--- config.mk ---
export PLATFORM = sky130hd
export DESIGN_NAME = tmr8_top
export DESIGN_NICKNAME = d
export VERILOG_FILES = /design/src/hdl/tmr8_pkg.sv /design/src/hdl/tmr8_tick_if.sv /design/src/hdl/tmr8_tick_gen.sv /design/src/hdl/tmr8_top.sv
export SDC_FILE = /design/constraint.sdc
export NUM_CORES = 1
export LEC_CHECK = 0
export ABC_AREA = 1
export BUFFER_PORTS_ARGS = -buffer_cell sky130_fd_sc_hd__buf_4
export CAP_MARGIN = 30
export CORE_MARGIN = 10
export CORE_UTILIZATION = 55
export CTS_CLUSTER_SIZE = 24
export DETAILED_ROUTE_END_ITERATION = 8
export GPL_ROUTABILITY_DRIVEN = 0
export PLACE_DENSITY = 0.8
export SETUP_SLACK_MARGIN = 0.5
export SLEW_MARGIN = 15
export SYNTH_ARGS = -nofsm -noshare
export SYNTH_HDL_FRONTEND = slang
export SYNTH_HIERARCHICAL = 1
export SYNTH_SLANG_ARGS = --single-unit
--- constraint.sdc ---
create_clock -name clock -period 2.4 [get_ports clock]
set_input_delay 0.12 -clock clock [delete_from_list [all_inputs] [get_ports clock]]
set_output_delay 0.12 -clock clock [all_outputs]
set_load 0.02 [all_outputs]
--- src/hdl/tmr8_pkg.sv ---
// package: register map, field positions, mode codes and timing counts of the 8-bit timer
package tmr8_pkg;
    // register byte addresses (one aligned word each)
    localparam logic [11:0] ADDR_CTRL_A = 12'h000;
    localparam logic [11:0] ADDR_COUNT = 12'h004;
    localparam logic [11:0] ADDR_COMPARE = 12'h008;
    localparam logic [11:0] ADDR_IRQ_MASK = 12'h00C;
    localparam logic [11:0] ADDR_IRQ_FLAGS = 12'h010;
    localparam logic [11:0] ADDR_GEN_CTRL = 12'h014;
    localparam logic [11:0] ADDR_PORT_CTRL = 12'h018;
    // control a field positions
    localparam int CTRL_FORCE_BIT = 7;
    localparam int CTRL_WAVE1_BIT = 6;
    localparam int CTRL_OUT_LSB = 4;
    localparam int CTRL_WAVE0_BIT = 3;
    localparam int CTRL_CS_LSB = 0;
    // flag / mask bit positions
    localparam int FLAG_CMP_BIT = 1;
    localparam int FLAG_OVF_BIT = 0;
    // general control bits
    localparam int GEN_SYNC_BIT = 7;
    localparam int GEN_ASYNC_RST_BIT = 1;
    localparam int GEN_SHARED_RST_BIT = 0;
    // port control bits: pin direction and global enable
    localparam int PORT_DIR_BIT = 0;
    localparam int PORT_GIE_BIT = 1;
    // reset values
    localparam logic [7:0] RESET_BYTE = 8'h00;
    // counter limits
    localparam logic [7:0] CNT_MAX = 8'hFF;
    localparam logic [7:0] CNT_BOTTOM = 8'h00;
    // prescaler taps
    localparam int PRESC_W = 10;
    localparam logic [9:0] DIV8_MASK = 10'h007;
    localparam logic [9:0] DIV64_MASK = 10'h03F;
    localparam logic [9:0] DIV256_MASK = 10'h0FF;
    localparam logic [9:0] DIV1024_MASK = 10'h3FF;
    // waveform modes
    typedef enum logic [1:0] {
        TMR8_NORMAL = 2'b00,
        TMR8_PHASE = 2'b01,
        TMR8_CLEAR = 2'b10,
        TMR8_FAST = 2'b11
    } tmr8_wave_t;
    // clock source codes
    typedef enum logic [2:0] {
        TMR8_CS_STOP = 3'b000,
        TMR8_CS_DIV1 = 3'b001,
        TMR8_CS_DIV8 = 3'b010,
        TMR8_CS_DIV64 = 3'b011,
        TMR8_CS_DIV256 = 3'b100,
        TMR8_CS_DIV1024 = 3'b101,
        TMR8_CS_EXT_FALL = 3'b110,
        TMR8_CS_EXT_RISE = 3'b111
    } tmr8_cs_t;
endpackage

--- src/hdl/tmr8_tick_if.sv ---
// interface: timer tick request and prescaler hold between the two modules
`timescale 1ns/100ps
interface tmr8_tick_if;
    logic [2:0] clock_source_field; // selected source
    logic presc_hold; // prescaler held in reset
    logic tick; // one-cycle count enable
    modport src(input clock_source_field, input presc_hold, output tick);
    modport user(output clock_source_field, output presc_hold, input tick);
endinterface

--- src/hdl/tmr8_tick_gen.sv ---
// module: prescaler, external pin synchroniser and edge detector making the count enable
`timescale 1ns/100ps
module tmr8_tick_gen (
    input wire logic clock,
    input wire logic resetn,
    input wire logic external_count_pin,
    tmr8_tick_if.src tk
);
    // all state of this module
    typedef struct packed {
        logic [tmr8_pkg::PRESC_W-1:0] presc; // free running prescaler
        logic sync1; // first synchroniser stage
        logic sync2; // second synchroniser stage
        logic pin_prev; // last synchronised level
    } tmr8_tick_state_t;

    tmr8_tick_state_t s_q;
    tmr8_tick_state_t s_d;
    logic tap; // selected prescaler tap

    // next state and tick decode
    always_comb begin
        s_d = s_q;
        s_d.sync1 = external_count_pin;
        s_d.sync2 = s_q.sync1;
        s_d.pin_prev = s_q.sync2;
        // prescaler reset held while requested
        if (tk.presc_hold) begin
            s_d.presc = '0;
        end else begin
            s_d.presc = s_q.presc + 1'b1;
        end
        tap = 1'b0;
        case (tmr8_pkg::tmr8_cs_t'(tk.clock_source_field))
            tmr8_pkg::TMR8_CS_STOP: tap = 1'b0;
            tmr8_pkg::TMR8_CS_DIV1: tap = 1'b1;
            tmr8_pkg::TMR8_CS_DIV8: tap = (s_q.presc & tmr8_pkg::DIV8_MASK) == tmr8_pkg::DIV8_MASK;
            tmr8_pkg::TMR8_CS_DIV64: tap = (s_q.presc & tmr8_pkg::DIV64_MASK) == tmr8_pkg::DIV64_MASK;
            tmr8_pkg::TMR8_CS_DIV256: tap = (s_q.presc & tmr8_pkg::DIV256_MASK) == tmr8_pkg::DIV256_MASK;
            tmr8_pkg::TMR8_CS_DIV1024: tap = s_q.presc == tmr8_pkg::DIV1024_MASK;
            // pin edges count regardless of pin direction
            tmr8_pkg::TMR8_CS_EXT_FALL: tap = s_q.pin_prev & ~s_q.sync2;
            tmr8_pkg::TMR8_CS_EXT_RISE: tap = ~s_q.pin_prev & s_q.sync2;
            default: tap = 1'b0;
        endcase
        // internal taps halted by prescaler hold
        if (tk.presc_hold && tk.clock_source_field != 3'b110 && tk.clock_source_field != 3'b111) begin
            tap = 1'b0;
        end
    end

    assign tk.tick = tap;

    // state register
    always_ff @(posedge clock) begin
        if (!resetn) begin
            s_q <= '0;
        end else begin
            s_q <= s_d;
        end
    end
endmodule

--- src/hdl/tmr8_top.sv ---
// top: 8-bit timer/counter with one compare channel behind an APB slave
// Function
// - mode field: normal, phase, clear, fast
// - compare buffering and overflow point per mode
// - nonzero output action overrides the pin
// - non-PWM: toggle, clear or set on match
// - fast PWM: clear/set on match, opposite at bottom
// - fast PWM compare at top acts at bottom
// - phase PWM: action differs up and down
// - phase PWM compare at top acts at top
// - clock field: stop, direct, prescaled taps
// - codes 110/111 count falling/rising pin edges
// - pin edges count even when pin outputs
// - counter rw; write blocks next match
// - compare register continuously compared with counter
// - compare irq needs enable, global, flag
// - overflow irq needs enable, global, flag
// - compare flag set on match, cleared by one
// - overflow flag set on overflow, cleared by one
// - phase PWM overflow at bottom reversal
// - sync mode holds prescaler resets until cleared
// - shared prescaler reset self clears unless sync
// - force strobe applies action in non-PWM modes only, reads zero
`timescale 1ns/100ps
module tmr8_top (
    input wire logic clock,
    input wire logic resetn,
    input wire logic psel,
    input wire logic penable,
    input wire logic pwrite,
    input wire logic [11:0] paddr,
    input wire logic [31:0] pwdata,
    output logic [31:0] prdata,
    output logic pready,
    output logic pslverr,
    input wire logic external_count_pin,
    input wire logic compare_vector_ack,
    input wire logic overflow_vector_ack,
    output logic waveform_out_pin,
    output logic waveform_out_oe_n,
    output logic port_override,
    output logic compare_irq,
    output logic overflow_irq,
    output logic async_prescaler_reset
);
    // all state of the top
    typedef struct packed {
        logic [1:0] wave_mode_field; // waveform mode
        logic [1:0] output_action_field; // compare output action
        logic [2:0] clock_source_field; // clock select
        logic [7:0] count; // counter
        logic [7:0] cmp_buf; // written compare value
        logic [7:0] cmp_act; // compare value in use
        logic compare_irq_enable; // mask bit 1
        logic overflow_irq_enable; // mask bit 0
        logic compare_match_flag; // sticky compare flag
        logic overflow_flag; // sticky overflow flag
        logic sync_hold_mode; // synchronisation mode
        logic shared_prescaler_reset; // shared prescaler reset
        logic async_prescaler_reset; // sibling prescaler reset
        logic pin_dir; // pin direction, one is output
        logic cpu_status_word_gie; // global interrupt enable
        logic down; // phase mode counting down
        logic wave; // waveform output level
        logic block_match; // counter write blocks next match
        logic [31:0] rdata; // registered read data
    } tmr8_state_t;

    tmr8_state_t s_q;
    tmr8_state_t s_d;
    tmr8_tick_if tk();

    logic wr; // write access phase
    logic rd; // read setup phase
    logic match; // counter equals compare
    logic [7:0] top; // current top
    logic cmp_at_top; // special top case
    logic [7:0] wdat; // written byte
    logic cmp_set; // compare flag set event this cycle
    logic ovf_set; // overflow flag set event this cycle
    tmr8_pkg::tmr8_wave_t mode; // decoded mode

    tmr8_tick_gen u_tick (
        .clock(clock),
        .resetn(resetn),
        .external_count_pin(external_count_pin),
        .tk(tk)
    );

    // prescaler source and hold to the tick generator
    assign tk.clock_source_field = s_q.clock_source_field;
    assign tk.presc_hold = s_q.shared_prescaler_reset;

    // apb decode, zero wait states
    assign wr = psel & penable & pwrite;
    assign rd = psel & ~penable & ~pwrite;
    assign pready = 1'b1;
    assign wdat = pwdata[7:0];

    // unmapped addresses answer with an error
    always_comb begin
        case (paddr)
            tmr8_pkg::ADDR_CTRL_A, tmr8_pkg::ADDR_COUNT, tmr8_pkg::ADDR_COMPARE,
            tmr8_pkg::ADDR_IRQ_MASK, tmr8_pkg::ADDR_IRQ_FLAGS, tmr8_pkg::ADDR_GEN_CTRL,
            tmr8_pkg::ADDR_PORT_CTRL: pslverr = 1'b0;
            default: pslverr = psel & penable;
        endcase
    end

    // main next state
    always_comb begin
        s_d = s_q;
        cmp_set = 1'b0;
        ovf_set = 1'b0;
        mode = tmr8_pkg::tmr8_wave_t'(s_q.wave_mode_field);
        // top is compare only in clear mode
        top = (mode == tmr8_pkg::TMR8_CLEAR) ? s_q.cmp_act : tmr8_pkg::CNT_MAX;
        match = s_q.count == s_q.cmp_act;
        cmp_at_top = s_q.output_action_field[1] && s_q.cmp_act == top;

        // counter step on each tick
        if (tk.tick) begin
            s_d.block_match = 1'b0;
            // compare flag on match unless blocked by a counter write
            if (match && !s_q.block_match) begin
                s_d.compare_match_flag = 1'b1;
                cmp_set = 1'b1;
            end
            case (mode)
                tmr8_pkg::TMR8_NORMAL, tmr8_pkg::TMR8_FAST: begin
                    s_d.count = s_q.count + 8'h01;
                    if (s_q.count == tmr8_pkg::CNT_MAX) begin
                        s_d.overflow_flag = 1'b1;
                        ovf_set = 1'b1;
                    end
                end
                tmr8_pkg::TMR8_CLEAR: begin
                    s_d.count = (s_q.count == top) ? tmr8_pkg::CNT_BOTTOM : s_q.count + 8'h01;
                    if (s_q.count == tmr8_pkg::CNT_MAX) begin
                        s_d.overflow_flag = 1'b1;
                        ovf_set = 1'b1;
                    end
                end
                tmr8_pkg::TMR8_PHASE: begin
                    if (!s_q.down) begin
                        if (s_q.count == top) begin
                            s_d.down = 1'b1;
                            s_d.count = s_q.count - 8'h01;
                        end else begin
                            s_d.count = s_q.count + 8'h01;
                        end
                    end else if (s_q.count == tmr8_pkg::CNT_BOTTOM) begin
                        s_d.down = 1'b0;
                        s_d.count = s_q.count + 8'h01;
                        s_d.overflow_flag = 1'b1;
                        ovf_set = 1'b1;
                    end else begin
                        s_d.count = s_q.count - 8'h01;
                    end
                end
                default: s_d.count = s_q.count;
            endcase

            // compare buffer update points
            if (mode == tmr8_pkg::TMR8_PHASE && !s_q.down && s_q.count == top) begin
                s_d.cmp_act = s_q.cmp_buf;
            end
            if (mode == tmr8_pkg::TMR8_FAST && s_q.count == tmr8_pkg::CNT_MAX) begin
                s_d.cmp_act = s_q.cmp_buf;
            end

            // waveform generation
            case (mode)
                tmr8_pkg::TMR8_NORMAL, tmr8_pkg::TMR8_CLEAR: begin
                    if (match && !s_q.block_match) begin
                        case (s_q.output_action_field)
                            2'b01: s_d.wave = ~s_q.wave;
                            2'b10: s_d.wave = 1'b0;
                            2'b11: s_d.wave = 1'b1;
                            default: s_d.wave = s_q.wave;
                        endcase
                    end
                end
                tmr8_pkg::TMR8_FAST: begin
                    if (s_q.output_action_field[1]) begin
                        // bottom reached next: inverting clears, non-inverting sets
                        if (cmp_at_top) begin
                            if (s_q.count == tmr8_pkg::CNT_MAX) begin
                                s_d.wave = ~s_q.output_action_field[0];
                            end
                        end else if (match && !s_q.block_match) begin
                            s_d.wave = s_q.output_action_field[0];
                        end else if (s_q.count == tmr8_pkg::CNT_MAX) begin
                            s_d.wave = ~s_q.output_action_field[0];
                        end
                    end
                end
                tmr8_pkg::TMR8_PHASE: begin
                    if (s_q.output_action_field[1]) begin
                        if (cmp_at_top) begin
                            if (!s_q.down && s_q.count == top) begin
                                // level at top equals a down-count match result
                                s_d.wave = ~s_q.output_action_field[0];
                            end
                        end else if (match && !s_q.block_match) begin
                            // up-count match: field bit 0; down-count: inverse
                            s_d.wave = s_q.down ? ~s_q.output_action_field[0]
                                                : s_q.output_action_field[0];
                        end
                    end
                end
                default: s_d.wave = s_q.wave;
            endcase
        end

        // hardware clear by vector execution
        if (compare_vector_ack) begin
            s_d.compare_match_flag = 1'b0;
        end
        if (overflow_vector_ack) begin
            s_d.overflow_flag = 1'b0;
        end

        // shared prescaler reset self clears outside sync mode
        if (!s_q.sync_hold_mode) begin
            s_d.shared_prescaler_reset = 1'b0;
            s_d.async_prescaler_reset = 1'b0;
        end

        // register writes
        if (wr) begin
            case (paddr)
                tmr8_pkg::ADDR_CTRL_A: begin
                    s_d.wave_mode_field = {wdat[tmr8_pkg::CTRL_WAVE1_BIT], wdat[tmr8_pkg::CTRL_WAVE0_BIT]};
                    s_d.output_action_field = wdat[tmr8_pkg::CTRL_OUT_LSB +: 2];
                    s_d.clock_source_field = wdat[tmr8_pkg::CTRL_CS_LSB +: 3];
                    // force strobe acts only in non-PWM modes, no flag, no clear
                    if (wdat[tmr8_pkg::CTRL_FORCE_BIT] && !wdat[tmr8_pkg::CTRL_WAVE0_BIT]) begin
                        case (wdat[tmr8_pkg::CTRL_OUT_LSB +: 2])
                            2'b01: s_d.wave = ~s_q.wave;
                            2'b10: s_d.wave = 1'b0;
                            2'b11: s_d.wave = 1'b1;
                            default: s_d.wave = s_q.wave;
                        endcase
                    end
                end
                tmr8_pkg::ADDR_COUNT: begin
                    s_d.count = wdat;
                    s_d.block_match = 1'b1;
                end
                tmr8_pkg::ADDR_COMPARE: begin
                    s_d.cmp_buf = wdat;
                    // immediate in non-PWM modes
                    if (!s_q.wave_mode_field[0]) begin
                        s_d.cmp_act = wdat;
                    end
                end
                tmr8_pkg::ADDR_IRQ_MASK: begin
                    s_d.compare_irq_enable = wdat[tmr8_pkg::FLAG_CMP_BIT];
                    s_d.overflow_irq_enable = wdat[tmr8_pkg::FLAG_OVF_BIT];
                end
                tmr8_pkg::ADDR_IRQ_FLAGS: begin
                    // write one clears, a same-cycle set wins
                    if (wdat[tmr8_pkg::FLAG_CMP_BIT] && !cmp_set) begin
                        s_d.compare_match_flag = 1'b0;
                    end
                    if (wdat[tmr8_pkg::FLAG_OVF_BIT] && !ovf_set) begin
                        s_d.overflow_flag = 1'b0;
                    end
                end
                tmr8_pkg::ADDR_GEN_CTRL: begin
                    s_d.sync_hold_mode = wdat[tmr8_pkg::GEN_SYNC_BIT];
                    // held while sync mode on, cleared by hardware otherwise
                    s_d.shared_prescaler_reset = wdat[tmr8_pkg::GEN_SHARED_RST_BIT];
                    s_d.async_prescaler_reset = wdat[tmr8_pkg::GEN_ASYNC_RST_BIT];
                end
                tmr8_pkg::ADDR_PORT_CTRL: begin
                    s_d.pin_dir = wdat[tmr8_pkg::PORT_DIR_BIT];
                    s_d.cpu_status_word_gie = wdat[tmr8_pkg::PORT_GIE_BIT];
                end
                default: s_d.count = s_d.count;
            endcase
        end

        // read data captured in the setup cycle
        s_d.rdata = '0;
        if (rd) begin
            case (paddr)
                tmr8_pkg::ADDR_CTRL_A: begin
                    // force strobe reads zero
                    s_d.rdata[7:0] = {1'b0, s_q.wave_mode_field[1], s_q.output_action_field,
                                      s_q.wave_mode_field[0], s_q.clock_source_field};
                end
                tmr8_pkg::ADDR_COUNT: s_d.rdata[7:0] = s_q.count;
                tmr8_pkg::ADDR_COMPARE: s_d.rdata[7:0] = s_q.cmp_buf;
                tmr8_pkg::ADDR_IRQ_MASK: s_d.rdata[1:0] = {s_q.compare_irq_enable, s_q.overflow_irq_enable};
                tmr8_pkg::ADDR_IRQ_FLAGS: s_d.rdata[1:0] = {s_q.compare_match_flag, s_q.overflow_flag};
                tmr8_pkg::ADDR_GEN_CTRL: s_d.rdata[7:0] = {s_q.sync_hold_mode, 5'h00,
                                                            s_q.async_prescaler_reset,
                                                            s_q.shared_prescaler_reset};
                tmr8_pkg::ADDR_PORT_CTRL: s_d.rdata[1:0] = {s_q.cpu_status_word_gie, s_q.pin_dir};
                default: s_d.rdata = '0;
            endcase
        end else if (psel && penable) begin
            s_d.rdata = s_q.rdata; // hold through access phase
        end
    end

    // state register
    always_ff @(posedge clock) begin
        if (!resetn) begin
            s_q <= '0;
        end else begin
            s_q <= s_d;
        end
    end

    // outputs
    assign prdata = s_q.rdata;
    assign port_override = s_q.output_action_field != 2'b00;
    assign waveform_out_pin = s_q.wave;
    // driver on only when overriding and direction is output
    assign waveform_out_oe_n = ~(port_override & s_q.pin_dir);
    assign compare_irq = s_q.compare_irq_enable & s_q.cpu_status_word_gie & s_q.compare_match_flag;
    assign overflow_irq = s_q.overflow_irq_enable & s_q.cpu_status_word_gie & s_q.overflow_flag;
    assign async_prescaler_reset = s_q.async_prescaler_reset;
endmodule

# == Yosys cells after proc, flatten, opt, wreduce, memory -nomap -nowiden ==
# Index checks and enable logic that the tools add are counted.
# word_totals
register_bits,64
in_bits,52
out_inout_bits,40
word_cells,176
# classes
add_sub_neg,3
eq_ne,34
mux,64
bitwise,19
reduce_logical,33
# op_table
op,n
2-to-1 mux 8 bit,13
"== test 12 x 5 -> 1 bit, second input constant",3
2-to-1 mux 33 bit,1
2-to-1 mux 1 bit,32
"== test 12 x 4 -> 1 bit, second input constant",2
== test 8 bit,3
case mux 6 bit (4 select lines),1
case mux 8 bit (3 select lines),1
"== test 8 bit, second input constant",2
2-to-1 mux 16 bit,1
"== test 3 bit, second input constant",5
2-to-1 mux 2 bit,7
case mux 2 bit (7 select lines),1
"== test 12 x 3 -> 1 bit, second input constant",1
"== test 2 bit, second input constant",6
logical AND 1 bit,12
zero test 12 bit,1
AND reduction 2 bit,6
bitwise AND 1 bit,11
"adder 10 x 1 -> 10 bit, second input constant",1
"== test 10 bit, second input constant",1
case mux 1 bit (3 select lines),3
"adder 8 x 1 -> 8 bit, second input constant",1
zero test 8 bit,1
other kinds (19),37

# == Depth between registers and ports, before layout ==
# Gate-level depths: netlist (run 1).
# depth
word_depth,12
mapped_depth,21
ltp_nobuf,20

# == Hierarchy ==
# Netlist (run 1), hierarchy kept.
# modules_own_cells
mod,n_inst,cells_each,area_per_inst_um2,seq_area_each_um2
tmr8_top,1,583,3692.3,1021.0
tmr8_tick_gen,1,89,633.1,260.2

# == Worst setup path after synthesis (run 1) ==
# No wires, ideal clock.
# synth_timing
path_type,register to register
startpoint,"register s_q, in the netlist mode[0]"
endpoint,register s_q[51] (netlist name)
setup_time_ps,131
t_arrival_ps,2034
required_ps,2269
path_slack_ps,235
stages_incl_launch_ff,15
n_path_buf,2
period_less_slack_ps,2165
cell_sequence,dfxtp_1 -> inv_1 -> ha_1 -> buf_6 -> nand3_1 -> nand2_1 -> inv_1 -> nand2_1 -> nor4_2 -> nand4_2 -> nand2_2 -> buf_6 -> o21ai_2 -> a21oi_2 -> nor3_2
# synth_via
elab_chain_cells,10
elab_cells_between_ends,14
cone_classes,4 x eq/ne; 7 x mux; 3 x reduce/logical
# synth_rtl
element,line_no,rtl
"start, declared",tmr8_top.sv:69,tmr8_state_t s_q;
"start signal, assigned",tmr8_top.sv:312,s_q <= '0;
"start signal, assigned",tmr8_top.sv:314,s_q <= s_d;
== test 2 bit,tmr8_top.sv:117,top = (mode == tmr8_pkg::TMR8_CLEAR) ? s_q.cmp_act : tmr8_pkg::CNT_MAX;
2-to-1 mux 8 bit,tmr8_top.sv:117,
== test 8 bit,tmr8_top.sv:165,if (mode == tmr8_pkg::TMR8_PHASE && !s_q.down && s_q.count == top) begin
logical AND 1 bit,tmr8_top.sv:165,
2-to-1 mux 8 bit,tmr8_top.sv:165,
2-to-1 mux 8 bit,tmr8_top.sv:168,if (mode == tmr8_pkg::TMR8_FAST && s_q.count == tmr8_pkg::CNT_MAX) begin
2-to-1 mux 8 bit,tmr8_top.sv:122,if (tk.tick) begin
2-to-1 mux 8 bit,tmr8_top.sv:254,if (!s_q.wave_mode_field[0]) begin
2-to-1 mux 16 bit,tmr8_top.sv:232,case (paddr)
2-to-1 mux 33 bit *,tmr8_top.sv:231,if (wr) begin
# Every way passes the cells marked *; elsewhere a longest branch is shown, timed or not.
# A chain may end at the register's enable or synchronous reset.

# == Worst setup path after layout (run 1) ==
# layout_timing
startpoint,"register s_q, in the netlist mode[0]"
endpoint,register s_q[44] (netlist name)
# Same word-level chain as after synthesis.

==> out/results.ini, run 1 <==
[logic_synthesis]
synth_seq_area_share_pct=29.6
yosysUniqueCellTypes=41
synth_edf_count=0
synthArstFlopShare_pct=0
yosys.area_share.simple_pct=30.1
postSynthAreaPerCell_sq_um=6.44
syn_area_sq_um=4330
synth_seq_cells=64
synth_xor_area_share_pct=2.63
synth_compound_area_share_pct=18.4
synthAdderAreaFrac_pct=2.60
synth_top_family_by_area=simple AND/OR/NAND/NOR gates
synth_flop_cell=dfxtp_1
muxShareOfSynthArea_pct=0
postSynthCellCount=672
yosys_warnings=6

[cells_and_area]
seqCellArea_sq_um=1300
nets=804
fillers=610
layout_commonest_cell=nand2_1
stdcell_count=850
diodes=0
drive_above_1_share_pct=25.8
area_growth_pct=25.9
final_cell_mix=nand2_1 (137), inv_1 (84), buf_4 (74), dfxtp_1 (53), a21oi_1 (50)
multi_input_area_sq_um=2700

[power_and_ir_drop]
seqPwrFrac_pct=45.8
power.total_mw=2.35
p_switching_mw=0.627
p_sw_share_pct=26.7
power_frac_clock_pct=46.8
cellPowerDensity_nw_per_um2=431
internal_power_mw=1.72
combPwrFrac_pct=7.4
irDropWorstVdd_mv=0.360
p_leak_nw=2.35

[timing]
hold-worst-slack_ps=60.6
fin_worst_skew_ps=7.72
fmax_mhz=452
max_slew_margin_pct=42.3
worst_slew_pin_slew_ps=863
min_period_ps=2210
maxSlewViolCount=0
rsz0062_at_grt=true
fin_crit_sh_pct=92.1
finalHoldViolCount=0
setup_tns_ps=0
setup_viol=0

[cts]
cts.clk_slew.worst_paths_ps=80
cts_sinks=64
clk_latency_ps=370
clk_path_buf_depth=2
root_buffer=clkbuf_8
cts_buffers=9
cts_tree=yes
htree_levels=3

[setup_path]
reg2reg_to=s_q[44]$_SDFF_PN0_
path_max_fanout=8
cp-start-kind=flip-flop
r2r_setup_slack_ps=190
r2r-start=mode[0]$_SDFFE_PN0P_
cp_cell_sequence=inv_4 > ha_4 > buf_6 > nand3_1 > nand2_1 > inv_2 > nand2_2 > nor4_4 > nand4_4 > nand2_4 > o21ai_2 > a21oi_2 > nor3_2
endpoint_kind=flip-flop
cp_data_required_time_ps=2620
slowest_delay_ps=380
r2r_cells=13
cp_num_buf_inv=3
cp_slowest_cell=nor4_4
crit_type=reg2reg
path_delay_family=simple AND/OR/NAND/NOR gates
crit_arrival_ps=2430

[floorplan]
io_pins=92
fp.coreArea_sq_um=7690
initial_utilization_pct=56.3
dieWidth_um=109
die_y_um=109
dieArea_sq_um=11800
num_rows=32

[detailed_routing]
drcViolationCount=0
num_vias=5024
routed_wl_um=14700
wl_per_cell_um=17.3
post_drt_via_cell_ratio=5.91
dr.first_iter.drc_count=705
ant_nets=0
drtPass1Iterations=7

[global_routing]
grt_pass1_vias=4530
grt_overflow=0
grt_usage_pct=23.1
grt_pass1_wl_um=22100
antenna_found_initial=0
grt_max_degree=36

[placement]
placedCellCount=806
hpwlAfterDp_um=9660
port_buffers=42

[status]
run_status=complete, no violations

[min_path]
min_path_cells=3
hold_path_end=tk.clock_source_field[2]$_SDFFE_PN0P_
hold_class=in2reg
hold_start=pwdata[2]

[job]
maxCapViolCount=0

[worst max-delay path by stage]
stage,from,cells past startpoint,end,slack [ps]
finish,mode[0]$_SDFFE_PN0P_,13,s_q[44]$_SDFF_PN0_,190
global route,mode[0]$_SDFFE_PN0P_,13,s_q[48]$_SDFF_PN0_,140
CTS,mode[0]$_SDFFE_PN0P_,12,s_q[48]$_SDFF_PN0_,350
detailed placement,mode[0]$_SDFFE_PN0P_,15,s_q[65]$_SDFF_PN0_,90
global placement,u_tick/s_q[3]$_SDFF_PP0_,12,s_q[65]$_SDFF_PN0_,120
floorplan,mode[0]$_SDFFE_PN0P_,13,s_q[51]$_SDFF_PN0_,400
[Yosys cell counts, types with 9 or more instances]
cell type	n	area (sq um)
ha_1	9	113
nor2_1	53	199
dfxtp_1	64	1280
nor3_1	10	50.1
nand2_1	150	563
buf_4	35	263
a21oi_1	57	285
inv_1	89	334
xor2_1	11	96.3
nand4_1	11	68.8
nand3_1	42	210
o21ai_0	53	265
clkbuf_1	10	37.5
[metrics by stage]
stage                     instance area, sq um  setup slack (ps)  utilization (%)
final                                     5450               190             70.8
after global routing                      5450               142             70.8
after detailed placement                  4650              94.8             60.5
after global placement                    4650               122             60.5
after floorplan                           4430               400                -
after CTS                                 5210               351             67.8
[layout make-up]
type / instances / area share, %
clock inverters: 7 / 1.88
flip-flops and latches: 64 / 23.8
repair inverters: 1 / 0.207
clock buffers: 9 / 2.27
inverters: 99 / 7.33
multi-input cells: 483 / 49.7
repair buffers: 85 / 12.5
well taps: 102 / 2.34
[power groups by stage]
| stage | Sequential (mW) | Combinational, mW | Clock (mW) |
|---|---|---|---|
| 6_report | 1.07 | 0.174 | 1.10 |
| 2_1_floorplan | 1.09 | 0.120 | 0 |
| 4_1_cts | 1.07 | 0.165 | 1.09 |
| 3_5_place_dp | 1.10 | 0.153 | 0 |
| 5_1_grt | 1.07 | 0.188 | 1.14 |
| 3_3_place_gp | 1.10 | 0.149 | 0 |
[worst register-to-register path, cell delays in order, from the launching register on]
cell and delay (ps):
dfxtp_4 360, inv_4 40, ha_4 200, buf_6 150, nand3_1 100, nand2_1 70
inv_2 80, nand2_2 70, nor4_4 380, nand4_4 160, nand2_4 150, o21ai_2 90
a21oi_2 170, nor3_2 50
[repair_timing]
action	CTS	global route
hold endpoints to repair	3	0
hold buffers	3	0
gates cloned	0	1
gates resized for setup	58	47
endpoints found under the setup margin	19	20
pin swaps	20	21
setup buffers	15	9
[sequential cells by signal, indices dropped and copies added (netlist names), 2 cells and up]
signal,count
s_q,35
u_tick/s_q,11
prdata,8
mode,2
tk.clock_source_field,3
u_tick/s_d,2
[kinds of logic after synthesis]
family                   after synthesis
other                                  2
buffers and inverters                148
XOR/XNOR                              13
adder cells (fa/ha/maj)                9
AO/OA/AOI/OAI                        144
AND/OR/NAND/NOR                      292
flip-flops                            64
[layer usage]
| metal | track usage, % | wire, um | vias up | share of wire (%) |
|---|---|---|---|---|
| met5 | 0 | 0 | - | 0 |
| met1 | 28.3 | 5410 | 2275 | 37 |
| met2 | 38.4 | 6750 | 359 | 46 |
| met4 | 10.5 | 951 | 0 | 6.5 |
| li1 | - | - | 2277 | - |
| met3 | 4.84 | 1580 | 113 | 11 |
No activity file was read; power rests on OpenSTA's default activity.
==> run 2, diff against run 1 <==
--- a/config.mk
+++ b/config.mk
@@ -8,6 +8,7 @@
 export ABC_AREA = 1
 export BUFFER_PORTS_ARGS = -buffer_cell sky130_fd_sc_hd__buf_4
 export CAP_MARGIN = 30
+export CORE_ASPECT_RATIO = 0.8
 export CORE_MARGIN = 10
 export CORE_UTILIZATION = 55
 export CTS_CLUSTER_SIZE = 24
==> run 2 against run 1 <==
  * Clock power is 7% higher
  * Sequential power hardly changed
  * Critical path depth is 1 lower
  * Flip-flop and latch count stayed put
  * Largest cell class unchanged
  * Non-clock buffer count is 1 lower
  * Combinational power hardly changed
  * Total power is 3.5% higher
  * Maximum frequency is 0.87% higher
  * Die area is 0.19% higher
  * Worst hold slack better by 18 ps
  * Global-route usage is 0.61 points lower
  * Sequential share of layout area is 0.25 points lower
==> out/results.ini, run 2 (same netlist as run 1, synthesis figures left out) <==
[cts]
htree_levels=3
cts.clk_slew.worst_paths_ps=80
cts_sinks=64
clk_path_buf_depth=2
clk_latency_ps=340
cts_buffers=9
cts_tree=yes
root_buffer=clkbuf_8

[global_routing]
top_usage_layer=met2
grt_max_degree=36
grt_usage_pct=22.5
antenna_found_initial=0
grt_use_met2_pct=36.1
grtUsageMet1_pct=28.4
grt_pass1_vias=4517
grtUsageMet3_pct=5.42
grt_overflow=0
grt_pass1_wl_um=22300

[setup_path]
slowest_delay_ps=370
path_max_fanout=8
cp-start-kind=flip-flop
cp_cell_sequence=inv_4 > ha_4 > inv_6 > nor2_1 > nor2_1 > nand2_1 > nor4_4 > nand4_4 > nand2_4 > o21ai_1 > a21oi_2 > nor3_2
crit_type=reg2reg
cp_slowest_cell=nor4_4
endpoint_kind=flip-flop
crit_arrival_ps=2390
cp_data_required_time_ps=2590
worst_path_most_repeated_cell=nor2_1

[floorplan]
num_rows=28
dieWidth_um=119
initial_utilization_pct=57.4
dieArea_sq_um=11800
die_y_um=99.3
io_pins=92
fp.coreArea_sq_um=7530

[power_and_ir_drop]
seqPwrFrac_pct=44.2
internal_power_mw=1.85
p_leak_nw=2.38
combPwrFrac_pct=7.0
power.total_mw=2.43
irDropWorstVdd_mv=0.530
p_switching_mw=0.582
power_frac_clock_pct=48.8
cellPowerDensity_nw_per_um2=441
p_sw_share_pct=24.0

[status]
run_status=complete, no violations

[cells_and_area]
fin_area_sq_um=5500
fillers=596
nets=802
drive_above_1_share_pct=25.7
final_cell_mix=nand2_1 (138), inv_1 (84), buf_4 (68), dfxtp_1 (55), a21oi_1 (50)
top_register=s_q
seqCellArea_sq_um=1300
layout_commonest_cell=nand2_1
largest_register_ffs=35
diodes=0
area_growth_pct=27.2
stdcell_count=851
multi_input_area_sq_um=2720

[timing]
fin_worst_skew_ps=8.96
fin_crit_sh_pct=91.3
fmax_mhz=456
min_period_ps=2190
worst_slew_pin_slew_ps=821
max_slew_margin_pct=45.2
setup_tns_ps=0
setup_viol=0
maxSlewViolCount=0
rsz0062_at_grt=true
finalHoldViolCount=0

[detailed_routing]
ant_nets=0
drcViolationCount=0
post_drt_via_cell_ratio=5.65
dr.first_iter.drc_count=531
num_vias=4810
drtPass1Iterations=5
wl_per_cell_um=17.0
routed_wl_um=14500

[placement]
port_buffers=42
postPlaceCellArea_sq_um=4660
placedCellCount=809
hpwlAfterDp_um=9750

[min_path]
hold_class=in2reg

[job]
maxCapViolCount=0

-- run 2: power by group through the flow --
stage	sequential, mW	clock (mW)	combinational [mW]
6_report	1.07	1.18	0.171
5_1_grt	1.07	1.24	0.187
4_1_cts	1.07	1.18	0.162
3_5_place_dp	1.10	0	0.151
3_3_place_gp	1.10	0	0.147
2_1_floorplan	1.09	0	0.120
-- run 2: worst paths after layout --
check / startpoint / end / slack, ps / cells after the start
worst min-delay path: pwdata[2] / tk.clock_source_field[2]$_SDFFE_PN0P_ / 80 / 3
worst max-delay path: mode[0]$_SDFFE_PN0P_ / s_q[44]$_SDFF_PN0_ / 210 / 12
worst max register to register: mode[0]$_SDFFE_PN0P_ / s_q[44]$_SDFF_PN0_ / 210 / 12
worst min register to register: u_tick/s_d[1]$_SDFF_PN0_ / u_tick/s_d[0]$_SDFF_PN0_ / 420 / 2
-- run 2: area by class of cell --
type | instances | share of cell area [%]
repair buffers | 84 | 12.9
flip-flops and latches | 64 | 23.6
inverters | 99 | 7.19
multi-input cells | 483 | 49.4
clock buffers | 10 | 2.50
well taps | 105 | 2.39
clock inverters | 6 | 2.11
-- run 2: repair_timing --
| action | in CTS | in global routing |
|---|---|---|
| pin swaps | 24 | 21 |
| cloned | 0 | 0 |
| setup endpoints to repair | 21 | 22 |
| buffers inserted | 14 | 9 |
| endpoints found under the hold margin | 3 | 0 |
| gates resized for setup | 62 | 44 |
| hold buffers | 3 | 0 |
-- run 2: routing by layer --
layer  vias up  share of wire (%)
li1       2271                  -
met1      2204                 40
met2       283                 46
met3        52                 11
met4         0                3.2
met5         -                  0
-- run 2: critical path: cells and delay by family (launching register included) --
kind                     cells  cell delay, ps
AO/OA/AOI/OAI                2             260
adder cells (fa/ha/maj)      1             200
AND/OR/NAND/NOR              7            1050
flip-flops                   1             360
buffers and inverters        2             150
-- run 2: through the flow --
stage	hold slack, ps	worst slack, ps	utilization, %
2_1_floorplan	198	400	-
3_3_place_gp	284	210	61.8
3_5_place_dp	291	109	61.8
4_1_cts	67.9	312	69.8
5_1_grt	75.6	70.7	73.1
6_report	78.5	209	73.1
